**config.mk**
```make
export PLATFORM = sky130hd
export DESIGN_NAME = bpsc_backup_power_switchover_ctrl
export DESIGN_NICKNAME = d
export VERILOG_FILES = /design/src/bpsc_pkg.sv /design/src/bpsc_backup_power_switchover_ctrl.sv
export SDC_FILE = /design/constraint.sdc
export NUM_CORES = 1
export LEC_CHECK = 0
export BUFFER_PORTS_ARGS = -buffer_cell sky130_fd_sc_hd__buf_2
export CORE_UTILIZATION = 50
export DETAILED_ROUTE_END_ITERATION = 8
export PLACE_DENSITY = 0.72
export SYNTH_ARGS = -nofsm -noshare
export SYNTH_HDL_FRONTEND = slang
export SYNTH_SLANG_ARGS = --single-unit
```
**constraint.sdc**
```tcl
create_clock -name clk -period 3.24 [get_ports clk]
set_input_delay 0.486 -clock clk [delete_from_list [all_inputs] [get_ports clk]]
set_output_delay 0.486 -clock clk [all_outputs]
set_load 0.02 [all_outputs]
```
**src/bpsc_pkg.sv**
```systemverilog
// constants and types for the backup power switchover controller
package bpsc_pkg;
    // clock and timing
    localparam int  CLK_HZ              = 25000000;
    localparam int  MIRROR_RELOAD_MS    = 66;
    localparam int  DEBOUNCE_SHORT_MS   = 1;
    localparam int  DEBOUNCE_LONG_MS    = 1000;
    localparam int  ARM_DIRECT_MS       = 2;
    localparam int  ARM_LEVEL_MS        = 10;
    localparam int  CYC_PER_MS          = CLK_HZ / 1000;
    localparam int  MIRROR_RELOAD_CYC   = MIRROR_RELOAD_MS * CYC_PER_MS;
    localparam int  DEBOUNCE_SHORT_CYC  = DEBOUNCE_SHORT_MS * CYC_PER_MS;
    localparam int  DEBOUNCE_LONG_CYC   = DEBOUNCE_LONG_MS * CYC_PER_MS;
    localparam int  ARM_DIRECT_CYC      = ARM_DIRECT_MS * CYC_PER_MS;
    localparam int  ARM_LEVEL_CYC       = ARM_LEVEL_MS * CYC_PER_MS;
    localparam int  CNT_W               = 32;

    // avalon register map, byte addresses
    localparam logic [3:0] ADDR_PMU     = 4'h0;
    localparam logic [3:0] ADDR_CTRL    = 4'h4;
    localparam logic [3:0] ADDR_STATUS  = 4'h8;
    localparam logic [3:0] ADDR_NVPMU   = 4'hc;

    // pmu byte fields: [7:6] resv, [5:4] mode, [3:2] resistor, [1:0] charger mode
    localparam int  MODE_LSB  = 4;
    localparam int  RES_LSB   = 2;
    localparam int  TCM_LSB   = 0;
    localparam logic [7:0] PMU_RESET = 8'h00;

    // ctrl fields
    localparam int  CTRL_POWER_ON_IRQ_ENABLE = 0;
    localparam int  CTRL_BACKUP_IRQ_ENABLE  = 1;
    localparam int  CTRL_POWER_ON_FLAG  = 0;
    localparam int  CTRL_BSF   = 1;
    localparam int  CTRL_CLKIM = 8;

    // status fields
    localparam int  ST_POWER_ON_FLAG    = 0;
    localparam int  ST_BSF     = 1;
    localparam int  ST_BACKUP  = 2;
    localparam int  ST_BUSY    = 3;
    localparam int  ST_BUSOK   = 4;
    localparam int  ST_CHGEN   = 5;
    localparam int  ST_CLKWAKE = 6;

    localparam logic [1:0] MODE_OFF0   = 2'h0;
    localparam logic [1:0] MODE_DIRECT = 2'h1;
    localparam logic [1:0] MODE_LEVEL  = 2'h2;
    localparam logic [1:0] TCM_OFF     = 2'h0;

    typedef enum logic [2:0] {
        BPSC_RELOAD, BPSC_MAIN, BPSC_BACKUP, BPSC_DEBOUNCE, BPSC_STANDBY
    } bpsc_state_t;
endpackage

```
**src/bpsc_backup_power_switchover_ctrl.sv**
```systemverilog
// backup power switchover controller top level
//
// Local design decisions: register access over Avalon-MM and the register offsets.
`timescale 1ns/1ns
// Function
// RULE1: reset clears volatile state, mirror to defaults
// RULE2: reload mirror from nonvolatile copy after power-up
// RULE3: power-on flag set on reset, cleared by 0
// RULE4: power-on interrupt when its enable is set
// RULE5: flag cleared on collapse, set on recovery
// RULE6: debounce 1 ms or 1000 ms before bus
// RULE7: mode 00/11 off, 01 direct, 10 level
// RULE8: direct mode backup while main below backup
// RULE9: level mode uses threshold, else direct behaviour
// RULE10: backup switch flag set on each switchover
// RULE11: backup interrupt held until flag cleared on main
// RULE12: bus released and reset on entering backup
// RULE13: external event input disabled on backup
// RULE14: clock output held low on backup
// RULE15: temperature, interrupt, timestamps keep running on backup
// RULE16: masked backup interrupts wake clock output later; code only sets the status wake bit, clock output on main follows clkOutSrc
// RULE17: disabled mode stays main, flag stays zero
// RULE18: first power from backup means switchover disabled
// RULE19: arm delay 2 ms direct, 10 ms level
// RULE20: charger from mode and resistor fields, defaults off
// RULE21: boosted charger levels only level mode, main high
// RULE22: charger off for mode 00, switch off, backup
// RULE23: comparator inputs synchronised before use
module bpsc_backup_power_switchover_ctrl #(
    parameter int RELOAD_CYC = bpsc_pkg::MIRROR_RELOAD_CYC,
    parameter int DEB_SHORT  = bpsc_pkg::DEBOUNCE_SHORT_CYC,
    parameter int DEB_LONG   = bpsc_pkg::DEBOUNCE_LONG_CYC,
    parameter int ARM_DIRECT = bpsc_pkg::ARM_DIRECT_CYC,
    parameter int ARM_LEVEL  = bpsc_pkg::ARM_LEVEL_CYC
) (
    // clock and reset
    input  wire logic        clk,
    input  wire logic        rstn,
    // avalon-mm slave
    input  wire logic [3:0]  avsAddress,
    input  wire logic        avsRead,
    input  wire logic        avsWrite,
    input  wire logic [31:0] avsWriteData,
    input  wire logic [3:0]  avsByteEnable,
    output logic [31:0]      avsReadData,
    output logic             avsWaitRequest,
    // supply comparators, asynchronous
    input  wire logic        mainAboveBackup,
    input  wire logic        mainAboveLevel,
    input  wire logic        backupAboveLevel,
    input  wire logic        mainCollapse,
    input  wire logic        voltageLowFlag,
    input  wire logic        mainPresentAtPor,
    // nonvolatile pmu byte and clock interrupt sources
    input  wire logic [7:0]  nvPmuByte,
    input  wire logic        clkIrqEvent,
    input  wire logic        extEventPin,
    input  wire logic        clkOutSrc,
    // power and gating outputs
    output logic             onBackup,
    output logic             serialBusEnable,
    output logic             serialProtoReset,
    output logic             extEventEnable,
    output logic             extEventOut,
    output logic             clockOutPin,
    output logic             tempSenseEnable,
    output logic             chargerEnable,
    output logic [1:0]       chargerModeOut,
    output logic [1:0]       chargerResistorOut,
    output logic             irqOutN
);
    import bpsc_pkg::*;

    // ----------------------------------------
    // synchronisers
    // ----------------------------------------
    logic [4:0] syncA_reg;
    logic [4:0] syncB_reg;
    logic [4:0] asyncIn;
    assign asyncIn = {mainPresentAtPor, voltageLowFlag, mainCollapse, backupAboveLevel, mainAboveLevel};
    logic mabA_reg, mabB_reg, evA_reg, evB_reg;

    always_ff @(posedge clk or negedge rstn) begin
        if (!rstn) begin
            syncA_reg <= 5'h00;
            syncB_reg <= 5'h00;
            mabA_reg  <= 1'b1;
            mabB_reg  <= 1'b1;
            evA_reg   <= 1'b0;
            evB_reg   <= 1'b0;
        end else begin
            syncA_reg <= asyncIn;
            syncB_reg <= syncA_reg;  // RULE23
            mabA_reg  <= mainAboveBackup;
            mabB_reg  <= mabA_reg;  // RULE23
            evA_reg   <= extEventPin;
            evB_reg   <= evA_reg;
        end
    end

    wire mainHighLvl = syncB_reg[0];
    wire backHighLvl = syncB_reg[1];
    wire collapse    = syncB_reg[2];
    wire vlfSync     = syncB_reg[3];
    wire mainAtPor   = syncB_reg[4];
    wire mainHighBak = mabB_reg;

    // ----------------------------------------
    // registers
    // ----------------------------------------
    logic [7:0]  pmu_reg;
    logic [7:0]  clkMask_reg;
    logic        power_on_irq_enable_reg;
    logic        backup_irq_enable_reg;
    logic        porFlag_reg;
    logic        bsFlag_reg;
    logic        clkWake_reg;
    logic        strapDone_reg;
    logic        noSwitch_reg;
    logic [1:0]  modePrev_reg;
    logic [CNT_W-1:0] cnt_reg;
    logic [CNT_W-1:0] arm_reg;
    bpsc_state_t state_reg;
    bpsc_state_t state_next;
    logic        collapsePrev_reg;

    wire [1:0] modeSel  = pmu_reg[MODE_LSB +: 2];
    wire [1:0] tcmSel   = pmu_reg[TCM_LSB +: 2];
    wire [1:0] resSel   = pmu_reg[RES_LSB +: 2];
    // mode 00 and 11 both disable switchover; strap overrides
    wire directMode = (modeSel == MODE_DIRECT);  // RULE7
    wire levelMode  = (modeSel == MODE_LEVEL);  // RULE7
    wire switchOn   = (directMode || levelMode) && !noSwitch_reg;  // RULE17 RULE18
    wire armed      = (arm_reg == '0);

    // direct: compare main to backup; level: threshold, else fall back to direct
    wire goBackDirect = !mainHighBak;  // RULE8
    wire goBackLevel  = mainHighLvl ? 1'b0 : (backHighLvl ? 1'b1 : !mainHighBak);  // RULE9
    wire wantBackup   = switchOn && armed && (levelMode ? goBackLevel : goBackDirect);

    // ----------------------------------------
    // bus decode
    // ----------------------------------------
    wire selPmu    = (avsAddress == ADDR_PMU);
    wire selCtrl   = (avsAddress == ADDR_CTRL);
    wire selStatus = (avsAddress == ADDR_STATUS);
    wire selNv     = (avsAddress == ADDR_NVPMU);
    wire busyReload = (state_reg == BPSC_RELOAD);
    // stall during reload; a read takes one wait state so its registered data stands
    logic rdValid_reg;
    wire rdStall = avsRead && !rdValid_reg;
    assign avsWaitRequest = ((avsRead || avsWrite) && busyReload) || rdStall;
    wire wrOk     = avsWrite && !avsWaitRequest;
    wire wrPmu    = wrOk && selPmu && avsByteEnable[0];
    wire wrCtrl0  = wrOk && selCtrl && avsByteEnable[0];
    wire wrCtrl1  = wrOk && selCtrl && avsByteEnable[1];
    wire porClr   = wrCtrl0 && !avsWriteData[CTRL_POWER_ON_FLAG];  // RULE3
    // backup flag may only be cleared back on main supply
    wire bsClr    = wrCtrl0 && !avsWriteData[CTRL_BSF] && (state_reg == BPSC_MAIN);  // RULE11

    wire [31:0] statusWord = {25'h0, clkWake_reg, chargerEnable, serialBusEnable, busyReload,
                              onBackup, bsFlag_reg, porFlag_reg};
    wire [31:0] ctrlWord   = {16'h0, clkMask_reg, 6'h0, backup_irq_enable_reg, power_on_irq_enable_reg};
    wire [31:0] rdMux = selPmu ? {24'h0, pmu_reg} :
                        selCtrl ? ctrlWord :
                        selStatus ? statusWord :
                        selNv ? {24'h0, nvPmuByte} : 32'h0;

    always_ff @(posedge clk or negedge rstn) begin
        if (!rstn) begin
            avsReadData <= 32'h0;
            rdValid_reg <= 1'b0;
        end else begin
            if (avsRead) avsReadData <= rdMux;
            rdValid_reg <= avsRead && !busyReload && !rdValid_reg;
        end
    end

    // ----------------------------------------
    // power state machine
    // ----------------------------------------
    wire [CNT_W-1:0] debTarget = vlfSync ? CNT_W'(DEB_LONG) : CNT_W'(DEB_SHORT);  // RULE6
    wire reloadDone = (cnt_reg >= CNT_W'(RELOAD_CYC - 1));  // RULE2
    wire debDone    = (cnt_reg >= debTarget - CNT_W'(1));
    wire wantBackupRaw = levelMode ? goBackLevel : goBackDirect;
    wire mainOk     = !wantBackupRaw;

    always_comb begin
        state_next = state_reg;
        unique case (state_reg)
            BPSC_RELOAD:   if (reloadDone) state_next = BPSC_MAIN;
            BPSC_MAIN:     if (wantBackup) state_next = BPSC_BACKUP;
            BPSC_BACKUP:   if (mainOk) state_next = BPSC_DEBOUNCE;
            BPSC_DEBOUNCE: if (!mainOk) state_next = BPSC_BACKUP;
                           else if (debDone) state_next = BPSC_MAIN;  // RULE6
            BPSC_STANDBY:  state_next = BPSC_STANDBY;
        endcase
    end

    wire inState = (state_reg == BPSC_RELOAD) || (state_reg == BPSC_DEBOUNCE);
    wire enterBackup = (state_reg == BPSC_MAIN) && (state_next == BPSC_BACKUP);
    wire modeArmEvt  = (modeSel != modePrev_reg) && (directMode || levelMode);
    wire [CNT_W-1:0] armLoad = levelMode ? CNT_W'(ARM_LEVEL) : CNT_W'(ARM_DIRECT);  // RULE19

    always_ff @(posedge clk or negedge rstn) begin
        if (!rstn) begin
            state_reg <= BPSC_RELOAD;  // RULE1
            cnt_reg   <= '0;
            arm_reg   <= '0;
            modePrev_reg <= MODE_OFF0;
        end else begin
            state_reg <= state_next;
            cnt_reg   <= (inState && state_next == state_reg) ? cnt_reg + CNT_W'(1) : '0;
            modePrev_reg <= modeSel;
            if (modeArmEvt) arm_reg <= armLoad;  // RULE19
            else if (!armed) arm_reg <= arm_reg - CNT_W'(1);
        end
    end

    // ----------------------------------------
    // configuration and flags
    // ----------------------------------------
    always_ff @(posedge clk or negedge rstn) begin
        if (!rstn) begin
            pmu_reg       <= PMU_RESET;  // RULE1 RULE20
            clkMask_reg   <= 8'h00;
            power_on_irq_enable_reg     <= 1'b0;
            backup_irq_enable_reg      <= 1'b0;
            strapDone_reg <= 1'b0;
            noSwitch_reg  <= 1'b0;
        end else begin
            // strap read as reload ends; right after release its synchroniser still holds 0
            if (!strapDone_reg && busyReload && reloadDone) begin
                strapDone_reg <= 1'b1;
                noSwitch_reg  <= !mainAtPor;  // RULE18
            end
            if (busyReload && reloadDone) pmu_reg <= nvPmuByte;  // RULE2
            else if (wrPmu) pmu_reg <= avsWriteData[7:0];
            if (wrCtrl0) begin
                power_on_irq_enable_reg <= avsWriteData[CTRL_POWER_ON_IRQ_ENABLE];
                backup_irq_enable_reg  <= avsWriteData[CTRL_BACKUP_IRQ_ENABLE];
            end
            if (wrCtrl1) clkMask_reg <= avsWriteData[CTRL_CLKIM +: 8];
        end
    end

    // set wins over clear on every flag
    always_ff @(posedge clk or negedge rstn) begin
        if (!rstn) begin
            porFlag_reg      <= 1'b1;  // RULE3
            bsFlag_reg       <= 1'b0;
            clkWake_reg      <= 1'b0;
            collapsePrev_reg <= 1'b0;
        end else begin
            collapsePrev_reg <= collapse;
            if (collapse) porFlag_reg <= 1'b0;  // RULE5
            else if (collapsePrev_reg) porFlag_reg <= 1'b1;  // RULE5
            else if (porClr) porFlag_reg <= 1'b0;
            if (!switchOn && !onBackup) bsFlag_reg <= 1'b0;  // RULE17
            else if (enterBackup) bsFlag_reg <= 1'b1;  // RULE10
            else if (bsClr) bsFlag_reg <= 1'b0;
            if (onBackup && clkIrqEvent && (clkMask_reg != 8'h00)) clkWake_reg <= 1'b1;  // RULE16
            else if (wrCtrl0 && !avsWriteData[CTRL_BSF] && state_reg == BPSC_MAIN) clkWake_reg <= 1'b0;
        end
    end

    // ----------------------------------------
    // outputs
    // ----------------------------------------
    assign onBackup         = (state_reg == BPSC_BACKUP) || (state_reg == BPSC_DEBOUNCE);
    assign serialBusEnable  = (state_reg == BPSC_MAIN);  // RULE12 RULE6
    assign serialProtoReset = !serialBusEnable;  // RULE12
    assign extEventEnable   = !onBackup;  // RULE13
    assign extEventOut      = evB_reg && !onBackup;  // RULE13
    assign clockOutPin      = onBackup ? 1'b0 : (clkOutSrc || (clkWake_reg && clkOutSrc));  // RULE14
    assign tempSenseEnable  = 1'b1;  // RULE15
    // boosted levels (codes above direct) need level mode and main above threshold
    wire boostOk = levelMode && mainHighLvl;  // RULE21
    assign chargerEnable = (tcmSel != TCM_OFF) && switchOn && !onBackup
                           && (tcmSel == 2'h1 || boostOk);  // RULE22 RULE21
    assign chargerModeOut     = chargerEnable ? tcmSel : TCM_OFF;  // RULE20
    assign chargerResistorOut = resSel;  // RULE20
    // interrupt path stays live on backup
    assign irqOutN = !((power_on_irq_enable_reg && porFlag_reg) || (backup_irq_enable_reg && bsFlag_reg));  // RULE4 RULE11 RULE15
endmodule // bpsc_backup_power_switchover_ctrl

```
==> metrics.md, run 1 <==
| Metric | Value |
|---|---|
| Outcome | `complete, no violations` |
| Clock buffer depth | `2` |
| Main synth FF type | `dfrtp_1` |
| Total CTS buffers | `17` |
| Drc violations | `0` |
| Adder-Cell Fraction of Synth Area | `0.0328` |
| Clk_skew | `10.3 ps` |
| Clk Latency, worst-skew pair | `420 ps` |
| Arrival time worst endpoint | `around 3000 ps` |
| Placer Congestion | `0.851` |
| VDD IR max | `roughly 580 uV` |
| Post-synth top cells | `dfrtp_1 (121), nor2_1 (38), nand2_1 (33), xor2_1 (32)` |
| Root Driver | `clkbuf_16` |
| Most instantiated library cell after synthesis | `dfrtp_1` |
| Final hold viol count | `0` |
| RR Startpoint | `arm_reg[11]$_DFFE_PN0P_` |
| Fin crit share | `0.843` |
| Compound-Gate Fraction of Synth Area | `0.167` |
| Final wirelength | `around 15,000 um` |
| Gate Count Post-Synth | `648` |
| Antenna cells | `0` |
| Yosys top cell area share | `0.467` |
| Routed Antenna Nets | `0` |
| Simple-gate share of the synthesized area | `0.179` |
| Hold_sp | `extEventPin` |
| Req. time, crit path | `3510 ps` |
| Hpwl dp | `roughly 10,000 um` |
| DIE AREA | `13,400 um^2` |
| Largest family of logic cells by synthesized area | `simple AND/OR/NAND/NOR gates` |
| Register area share after synthesis | `0.479` |
| Number of hold buffers added after CTS | `1` |
| Die H | `~120 um` |
| Placed Cells | `873` |
| Largest cells by area after synthesis | `dfrtp_1 (47%), xor2_1 (4.3%), ha_1 (3.3%)` |
| FP Rows | `41` |
| Minimum clock period | `2730 ps` |
| Critical path class | `flip-flop to flip-flop` |
| HP Class | `input port to flip-flop` |
| Final WS setup | `507 ps` |
| Startpoint types | `flip-flop` |
| Fraction of layout cells with a size suffix above 1 | `0.199` |
| Synth Area in XOR/XNOR | `0.0568` |
| Syn_area_per_cell | `10.0 um^2` |
| CP Max Fanout | `13` |
| DRT Pass-1 Iters | `5` |
| Max-slew violations | `0` |
| Synth unique cells | `62` |
| Initial antenna violation count | `0` |
| WL per Instance | `16.7 um` |
| CTS Sinks | `124` |
| Area Growth Syn to Fin | `17.2%` |
| Setup bufs post-CTS | `0` |
| Port Buffers | `71` |
| Initial DRC Count | `around 550` |
| Crit end category | `flip-flop` |
| Post-Syn Area | `6480 um^2` |
| RSZ-0062 raised after global routing | `no` |
| Post-synth ARST share | `1.00` |
| Synth warn | `0` |
| Mux contribution to synthesized area | `0.0205` |
| Leakage | `3.36 nW` |
| H-Tree Depth | `4` |
| Total Power | `4.51 mW` |
| Post-route insts no fill | `~910` |
| Setup tns final | `0 ps` |
| Via-to-Cell Ratio | `about 6` |
| Dpl ws | `540 ps` |
| DR vias | `5,315` |
| Fmax | `around 0.37 GHz` |
| Max-cap viol count | `0` |
| # IOs | `107` |
| Die Span X | `approximately 120 um` |
| Setup violations, final | `0` |
| Number of global-route vias before repair | `5,341` |
| Worst slew margin | `0.472` |
| EDFF count, synth | `0` |
| NumNets Final | `799` |
| Synth area leader | `dfrtp_1` |
| Core ar. | `roughly 13,000 um^2` |
| Global-route wire length before repair | `25,300 um` |
| Gr ovfl total | `0` |
| Synthesis-stage register bit count | `124` |
| Worst Tran Pin Value | `~800 ps` |
| Fill cells | `1,063` |
| Gr usage total | `0.240` |
| Post_cts resized | `0` |
| Largest net degree at the start of global routing | `65` |
| CTS tree | `built` |
| Power Dens Cells | `just under 600 nW/um^2` |
| Initial Utilization | `0.514` |
| CTS clock-pin slew for the worst setup and hold paths | `60 ps` |
| CP startpoint | `arm_reg[11]$_DFFE_PN0P_` |
## critical path, stage by stage, from the launching register on
cell and delay (ps):
dfrtp_1 410, or4_1 710, or3_1 640, o211ai_1 580
or3_1 190, nand3_1 60
## stage by stage
step	hold WS [ps]	area, um^2	utilization
floorplan	190	6560	-
global placement	334	6990	0.554
detailed placement	336	6990	0.554
CTS	158	7590	0.602
global route	153	7590	0.602
finish	167	7590	0.602
## layout make-up
| cell class | instances | area [um^2] | share of cell area |
|---|---|---|---|
| flip-flops and latches | 124 | 3110 | 0.409 |
| multi-input cells | 458 | 3050 | 0.402 |
| repair buffers | 90 | 515 | 0.0679 |
| clock buffers | 17 | 425 | 0.0560 |
| well taps | 172 | 215 | 0.0283 |
| clock inverters | 15 | 166 | 0.0219 |
| inverters | 30 | 113 | 0.0148 |
## placed cells by master (no fill, tap or decap), types with 7 or more instances in the layout
master     count
and3_1         9
nor4_1         8
o311ai_0       9
o21ai_0       21
or4_1         10
dfrtp_1      121
a21oi_1       24
clkbuf_16     17
mux2_2        10
nor2_1        38
xnor2_1       10
nand3_1       29
xor2_1        32
a22oi_1        7
inv_1         30
o31ai_1        8
a211oi_1      27
nand4_1       15
nand2_1       33
nor3_1        16
conb_1        23
buf_4         18
buf_2         70
ha_1          17
o211ai_1      20
or3_1         17
## where the power goes
| part | switching [mW] | internal (mW) |
|---|---|---|
| clock | 0.799 | 1.10 |
| sequential | 0.130 | 1.70 |
| combinational | 0.504 | 0.283 |
## logic make-up after synthesis
logic type,count (synthesis)
and+or+nand+nor,211
xor gates and xnor gates,42
AOI/OAI and AO/OA,153
muxes,12
adders and majority gates,17
buffers and inverters,87
DFF,124
other,2
## layer usage
metal / vias to the layer above / global-route usage / routed length, um
met4: 0 / 0.0675 / 162
met5: - / 0 / 0
li1: 2505 / - / -
met2: 149 / 0.389 / 7560
met1: 2642 / 0.319 / 6760
met3: 19 / 0.0607 / 671
## worst paths after layout
check                                     endpoint  slack, ps  depth (start not counted)
setup / recovery           arm_reg[14]$_DFFE_PN0P_        510                          5
hold / removal                   evA_reg$_DFF_PN0_        170                          1
setup reg to reg           arm_reg[14]$_DFFE_PN0P_        510                          5
hold reg to reg             syncB_reg[0]$_DFF_PN0_        340                          0
max in group asynchronous  porFlag_reg$_DFFE_PN1P_       1900                          3
min in group asynchronous  arm_reg[14]$_DFFE_PN0P_        520                          2
Power figures use the tool's default switching activity.
==> run 2, diff against run 1 <==
- ABC_AREA: default -> 1
- PLACE_DENSITY: 0.72 -> 0.74
- clock period: 3.24 -> 2.4 ns (I/O delays scaled with it)
==> metrics.md, run 2 <==
| Metric | Value |
|---|---|
| Outcome | `complete, no violations (unchanged)` |
| H-Tree Depth | `4 (unchanged)` |
| Synth warn | `0 (unchanged)` |
| Most frequent cells in the layout | `nand2_1 (156), dfrtp_1 (119), inv_1 (101), nor2_1 (98), buf_2 (70) (was dfrtp_1 (121), buf_2 (70), nor2_1 (38), nand2_1 (33), xor2_1 (32))` |
| Post-synth top cells | `nand2_1 (156), dfrtp_1 (121), inv_1 (102), nor2_1 (98), nand3_1 (54) (was dfrtp_1 (121), nor2_1 (38), nand2_1 (33), xor2_1 (32))` |
| Hold_sp | `voltageLowFlag (was extEventPin)` |
| Initial Utilization | `0.521 (was 0.514)` |
| Final instance area | `8270 um^2 (was 7590 um^2)` |
| Core ar. | `13,400 um^2 (was 12,600 um^2)` |
| Via-to-Cell Ratio | `5.11 (was 5.87)` |
| Clk Latency, worst-skew pair | `420 ps (about the same)` |
| Max-cap viol count | `0 (unchanged)` |
| Fmax | `0.441 GHz` |
| CTS tree | `built (unchanged)` |
| Port Buffers | `71 (unchanged)` |
| Initial antenna violation count | `0 (unchanged)` |
| Fill cells | `1,136 (was 1,063)` |
| FP Rows | `42 (was 41)` |
| # IOs | `107 (unchanged)` |
| Hold depth | `1 (unchanged)` |
| Worst Tran Pin Value | `506 ps (was 785 ps)` |
| Largest net degree at the start of global routing | `53 (was 65)` |
| Post-Syn Area | `6980 um^2 (was 6480 um^2)` |
| DIE AREA | `14,400 um^2 (was 13,400 um^2)` |
| Global-route wire length before repair | `26,300 um (was 25,300 um)` |
| RR Startpoint | `syncB_reg[3]$_DFF_PN0_ (was arm_reg[11]$_DFFE_PN0P_)` |
| CTS Sinks | `124 (unchanged)` |
| Crit end category | `primary output (was flip-flop)` |
| CP Max Fanout | `4 (was 13)` |
| Power Dens Cells | `805 nW/um^2 (was 594 nW/um^2)` |
| Setup violations, final | `0 (unchanged)` |
| Post-synth ARST share | `1.00 (unchanged)` |
| Antenna cells | `0 (unchanged)` |
| VDD IR max | `575 uV (was 581 uV)` |
| Utilization after layout | `0.617 (was 0.602)` |
| Gr usage total | `0.231 (was 0.240)` |
| Syn_area_per_cell | `8.27 um^2 (was 10.0 um^2)` |
| Fraction of layout cells with a size suffix above 1 | `0.221 (was 0.199)` |
| Leakage | `3.92 nW (was 3.36 nW)` |
| Worst slew margin | `0.660 (was 0.472)` |
| Hold worst-path end | `syncA_reg[3]$_DFF_PN0_ (was evA_reg$_DFF_PN0_)` |
| Synth Area in XOR/XNOR | `0.0439 (was 0.0568)` |
| Adder-Cell Fraction of Synth Area | `0.0305 (was 0.0328)` |
| Drc violations | `0 (unchanged)` |
| Critical path class | `flip-flop to primary output (was flip-flop to flip-flop)` |
| Largest family of logic cells by synthesized area | `simple AND/OR/NAND/NOR gates (unchanged)` |
| Reg-to-Reg End | `cnt_reg[11]$_DFF_PN0_ (was arm_reg[14]$_DFFE_PN0P_)` |
| Synthesis-stage register bit count | `124 (unchanged)` |
| Clock buffer depth | `2 (unchanged)` |
| Largest cells by area after synthesis | `dfrtp_1 (43%), nand2_1 (8.4%), inv_1 (5.5%) (was dfrtp_1 (47%), xor2_1 (4.3%), ha_1 (3.3%))` |
| Mux contribution to synthesized area | `0 (was 0.0205)` |
| Synth unique cells | `47 (was 62)` |
| Multi-input gate area | `3290 um^2 (was 3050 um^2)` |
| Compound-Gate Fraction of Synth Area | `0.0768 (was 0.167)` |
| FF+latch area | `3110 um^2 (about the same)` |
| NumNets Final | `1,020 (was 799)` |
| Hpwl dp | `11,100 um (was 10,300 um)` |
| Req. time, crit path | `2040 ps (was 3510 ps)` |
| Total CTS buffers | `17 (unchanged)` |
| Root Driver | `clkbuf_16 (unchanged)` |
| DR vias | `5,785 (was 5,315)` |
| Most common cell after layout, fill and taps aside | `nand2_1 (was dfrtp_1)` |
| EDFF count, synth | `0 (unchanged)` |
| Area post-placement | `7570 um^2 (was 6990 um^2)` |
| Yosys top cell area share | `0.434 (was 0.467)` |
| CTS clock-pin slew for the worst setup and hold paths | `60 ps (about the same)` |
| WL per Instance | `13.6 um (was 16.7 um)` |
| Gate Count Post-Synth | `843 (was 648)` |
| Die H | `120 um (was 116 um)` |
| Max-slew violations | `0 (unchanged)` |
| Die Span X | `120 um (was 116 um)` |
| Synth area leader | `dfrtp_1 (unchanged)` |
| Gr ovfl total | `0 (unchanged)` |
| Placer Congestion | `0.872 (was 0.851)` |
| Area Growth Syn to Fin | `18.6% (was 17.2%)` |
| HP Class | `input port to flip-flop (unchanged)` |
| DRT Pass-1 Iters | `6 (was 5)` |
| Most instantiated library cell after synthesis | `nand2_1 (was dfrtp_1)` |
| Startpoint types | `flip-flop (unchanged)` |
| R2R setup slack | `180 ps (was 510 ps)` |
| Final hold viol count | `0 (unchanged)` |
| Clk_skew | `7.96 ps (was 10.3 ps)` |
| FF-to-FF path depth | `15 (was 5)` |
| Arrival time worst endpoint | `1910 ps (was 3010 ps)` |
| Minimum clock period | `2270 ps` |
| Initial DRC Count | `388 (was 552)` |
| Register area share after synthesis | `0.445 (was 0.479)` |
| Routed Antenna Nets | `0 (unchanged)` |
| Final wirelength | `15,400 um (was 15,100 um)` |
| Main synth FF type | `dfrtp_1 (unchanged)` |
| Fin crit share | `0.946` |
| Number of global-route vias before repair | `5,558 (was 5,341)` |
| Simple-gate share of the synthesized area | `0.307 (was 0.179)` |
-- run 2: repair_timing --
action | in CTS | in global routing
endpoints found under the setup margin | 0 | 29
buffers inserted | 0 | 3
hold endpoints to repair | 29 | 0
gates resized for setup | 0 | 5
hold buffers | 1 | 0
-- run 2: where the power goes --
part	internal (mW)	switching [mW]	total, mW
clock network	1.80	0.970	2.77
logic	0.468	0.916	1.38
registers	2.34	0.170	2.51
total	4.61	2.06	6.66
-- run 2: per-stage QoR --
| step | total power, mW | hold WS (ps) | TNS (ps) | setup slack (ps) | instances |
|---|---|---|---|---|---|
| CTS | 6.67 | 41.0 | 0 | 69.9 | 1128 |
| global route | 6.99 | 40.3 | -37.9 | -21.4 | 1131 |
| detailed placement | 3.89 | 336 | 0 | 136 | 1095 |
| global placement | 3.87 | 333 | 0 | 199 | 1095 |
| finish | 6.66 | 44.2 | 0 | 130 | 1131 |
| floorplan | 3.51 | 64.4 | 0 | 436 | 864 |
-- run 2: layer usage --
metal  global-route usage  up-vias  share of wire
li1                     -     2875              -
met1                0.320     2748           0.47
met2                0.359      139           0.47
met5                    0        -              0
met4               0.0750        0          0.017
met3               0.0504       23          0.045
-- run 2: worst max path at each step --
stage                            from                     to  slack [ps]
2_1_floorplan  syncB_reg[3]$_DFF_PN0_   cnt_reg[6]$_DFF_PN0_         440
3_3_place_gp   syncB_reg[3]$_DFF_PN0_  cnt_reg[11]$_DFF_PN0_         200
3_5_place_dp   syncB_reg[3]$_DFF_PN0_  cnt_reg[10]$_DFF_PN0_         140
4_1_cts        pmu_reg[4]$_DFFE_PN0P_      chargerModeOut[1]          70
5_1_grt        pmu_reg[4]$_DFFE_PN0P_      chargerModeOut[1]         -20
6_report       pmu_reg[4]$_DFFE_PN0P_      chargerModeOut[1]         130
-- run 2: kinds of logic after synthesis --
kind of cell	count (synthesis)
AOI/OAI and AO/OA	92
xor gates and xnor gates	35
adders and majority gates	17
buffers and inverters	148
DFF	124
other	2
and+or+nand+nor	425
-- run 2: area by class of cell --
class                   count  share of cell area
clock buffers              19              0.0547
clock inverters            13              0.0227
inverters                 116              0.0532
multi-input cells         592               0.398
flip-flops and latches    124               0.376
well taps                 176              0.0266
repair buffers             91              0.0693
-- run 2: worst max-delay path: stages (launching register included) --
cell and delay (ps):
dfrtp_1 390, inv_1 80, ha_1 320, nor2_1 110, inv_1 90, a21oi_2 120, nand3_2 110, nor2_1 110
buf_2 170
==> run 3, diff against run 2 <==
- PLACE_DENSITY: 0.74 -> default
- PLACE_DENSITY_LB_ADDON: default -> 0.1
==> metrics.md, run 3 (same netlist as run 2, synthesis figures left out) <==
| Metric | Value |
|---|---|
| Outcome | `complete, no violations (unchanged)` |
| Gr usage total | `0.239 (was 0.231)` |
| Die H | `120 um (unchanged)` |
| Cell mode on critical path | `inv_1` |
| CTS clock-pin slew for the worst setup and hold paths | `60 ps (about the same)` |
| Via-to-Cell Ratio | `5.10 (was 5.11)` |
| Worst slew margin | `0.587 (was 0.660)` |
| Fmax | `0.442 GHz (was 0.441 GHz)` |
| NumNets Final | `1,022 (was 1,020)` |
| Minimum clock period | `2260 ps (was 2270 ps)` |
| Max-slew violations | `0 (unchanged)` |
| Initial Utilization | `0.521 (unchanged)` |
| Antenna cells | `0 (unchanged)` |
| Routed Antenna Nets | `0 (unchanged)` |
| CP Max Fanout | `4 (unchanged)` |
| Initial antenna violation count | `0 (unchanged)` |
| Crit path max-delay family | `flip-flops (unchanged)` |
| CTS tree | `built (unchanged)` |
| CTS Sinks | `124 (unchanged)` |
| Critical path class | `flip-flop to primary output (unchanged)` |
| Gr ovfl total | `0 (unchanged)` |
| Port Buffers | `71 (unchanged)` |
| GR Layer Usage met3 | `0.0509 (was 0.0504)` |
| GR peak layer | `met2 (unchanged)` |
| Most common cell after layout, fill and taps aside | `nand2_1 (unchanged)` |
| DR vias | `5,773 (was 5,785)` |
| Arrival time worst endpoint | `1900 ps (was 1910 ps)` |
| Number of global-route vias before repair | `5,610 (was 5,558)` |
| Die Span X | `120 um (unchanged)` |
| Worst Path Buf+Inv | `3 (unchanged)` |
| Final instance area | `8260 um^2 (was 8270 um^2)` |
| Power Dens Cells | `788 nW/um^2 (was 805 nW/um^2)` |
| Initial DRC Count | `439 (was 388)` |
| H-Tree Depth | `4 (unchanged)` |
| Max stage delay on crit path | `390 ps (about the same)` |
| Fin crit share | `0.943 (was 0.946)` |
| Clk_skew | `8.63 ps (was 7.96 ps)` |
| Max-cap viol count | `0 (unchanged)` |
| Crit end category | `primary output (unchanged)` |
| HP Class | `input port to flip-flop (unchanged)` |
| Global-route wire length before repair | `26,800 um (was 26,300 um)` |
| Clock buffer depth | `2 (unchanged)` |
| Final hold viol count | `0 (unchanged)` |
| Drc violations | `0 (unchanged)` |
| Worst Tran Pin Value | `620 ps (was 506 ps)` |
| Critical Path, Cell by Cell | `inv_1, ha_4, nor2_1, inv_1, a21oi_2, nand3_2, nor2_2, buf_4 (was inv_1, ha_1, nor2_1, inv_1, a21oi_2, nand3_2, nor2_1, buf_2)` |
| GR Util met1 | `0.328 (was 0.320)` |
| Total CTS buffers | `17 (unchanged)` |
| Slowest stage cell on the critical path | `dfrtp_1 (unchanged)` |
| WL per Instance | `13.8 um (was 13.6 um)` |
| Final wirelength | `15,700 um (was 15,400 um)` |
| DRT Pass-1 Iters | `4 (was 6)` |
| Largest net degree at the start of global routing | `46 (was 53)` |
| # IOs | `107 (unchanged)` |
| Most frequent cells in the layout | `nand2_1 (156), dfrtp_1 (120), inv_1 (101), nor2_1 (96), buf_2 (68) (was nand2_1 (156), dfrtp_1 (119), inv_1 (101), nor2_1 (98), buf_2 (70))` |
| Total Power | `6.51 mW (was 6.66 mW)` |
| Leakage | `3.91 nW (was 3.92 nW)` |
| Hpwl dp | `11,600 um (was 11,100 um)` |
| Startpoint types | `flip-flop (unchanged)` |
| DIE AREA | `14,400 um^2 (unchanged)` |
| Area Growth Syn to Fin | `18.3% (was 18.6%)` |
| Req. time, crit path | `2040 ps (about the same)` |
| Fraction of layout cells with a size suffix above 1 | `0.226 (was 0.221)` |
| Met2 GRT Util | `0.368 (was 0.359)` |
| Clk Latency, worst-skew pair | `420 ps (about the same)` |
| VDD IR max | `618 uV (was 575 uV)` |
| FP Rows | `42 (unchanged)` |
| Area post-placement | `7560 um^2 (was 7570 um^2)` |
| Setup violations, final | `0 (unchanged)` |
| Placer Congestion | `0.860 (was 0.872)` |
| Core ar. | `13,400 um^2 (unchanged)` |
| Root Driver | `clkbuf_16 (unchanged)` |
[run 3: worst paths after layout]
kind	startpoint	endpoint	slack [ps]	cells after the start
max reg2reg	syncB_reg[3]$_DFF_PN0_	cnt_reg[2]$_DFF_PN0_	150	15
min	mainAboveBackup	mabA_reg$_DFF_PN1_	40	1
max	pmu_reg[4]$_DFFE_PN0P_	chargerModeOut[1]	140	8
min in group asynchronous	rstn	arm_reg[27]$_DFFE_PN0P_	490	2
min reg2reg	syncA_reg[1]$_DFF_PN0_	syncB_reg[1]$_DFF_PN0_	350	0
max in group asynchronous	rstn	mabA_reg$_DFF_PN1_	1190	3
[run 3: metrics by stage]
stage	setup TNS (ps)	hold WS [ps]	cells	util	setup WS, ps
2_1_floorplan	0	64.4	864	-	436
3_3_place_gp	0	332	1095	0.564	175
3_5_place_dp	0	336	1095	0.564	111
4_1_cts	0	16.0	1129	0.611	25.3
5_1_grt	-41.5	18.1	1133	0.616	-14.3
6_report	0	36.6	1133	0.616	137
[run 3: final cells by class]
cell class / instances / area [um^2]
clock buffer: 17 / 425
clock inverter: 15 / 178
fill: 1197 / 5140
inverter: 116 / 440
multi-input combinational: 592 / 3310
sequential: 124 / 3110
tap: 176 / 220
timing repair buffer: 93 / 572
[run 3: repair_timing]
| action | 4_1_cts | 5_1_grt |
|---|---|---|
| pin swaps | 0 | 1 |
| hold endpoints to repair | 42 | 0 |
| endpoints found under the setup margin | 1 | 28 |
| hold buffers | 1 | 0 |
| resized for setup | 0 | 11 |
| cloned | 0 | 0 |
| setup buffers | 1 | 4 |
[run 3: metal layers]
metal,part of all wire,up-vias
li1,-,2877
met1,0.47,2754
met2,0.47,124
met3,0.042,18
met4,0.013,0
met5,0,-
[run 3: worst register-to-register path: stages, from the launching register on]
cell	delay (ps)
dfrtp_1	410
clkinvlp_4	160
buf_6	160
ha_1	310
nand2_1	60
nor2_1	120
nand4_1	90
nor2_1	100
nand2_1	60
nand2_1	70
nand2_1	60
nand2_2	90
nand4_4	80
nand2_4	110
buf_12	180
nor2_1	70
[run 3: power breakdown]
group	switching [mW]	total, mW	internal [mW]
combinational	0.935	1.41	0.479
clock	1.02	2.59	1.57
sequential	0.163	2.50	2.34
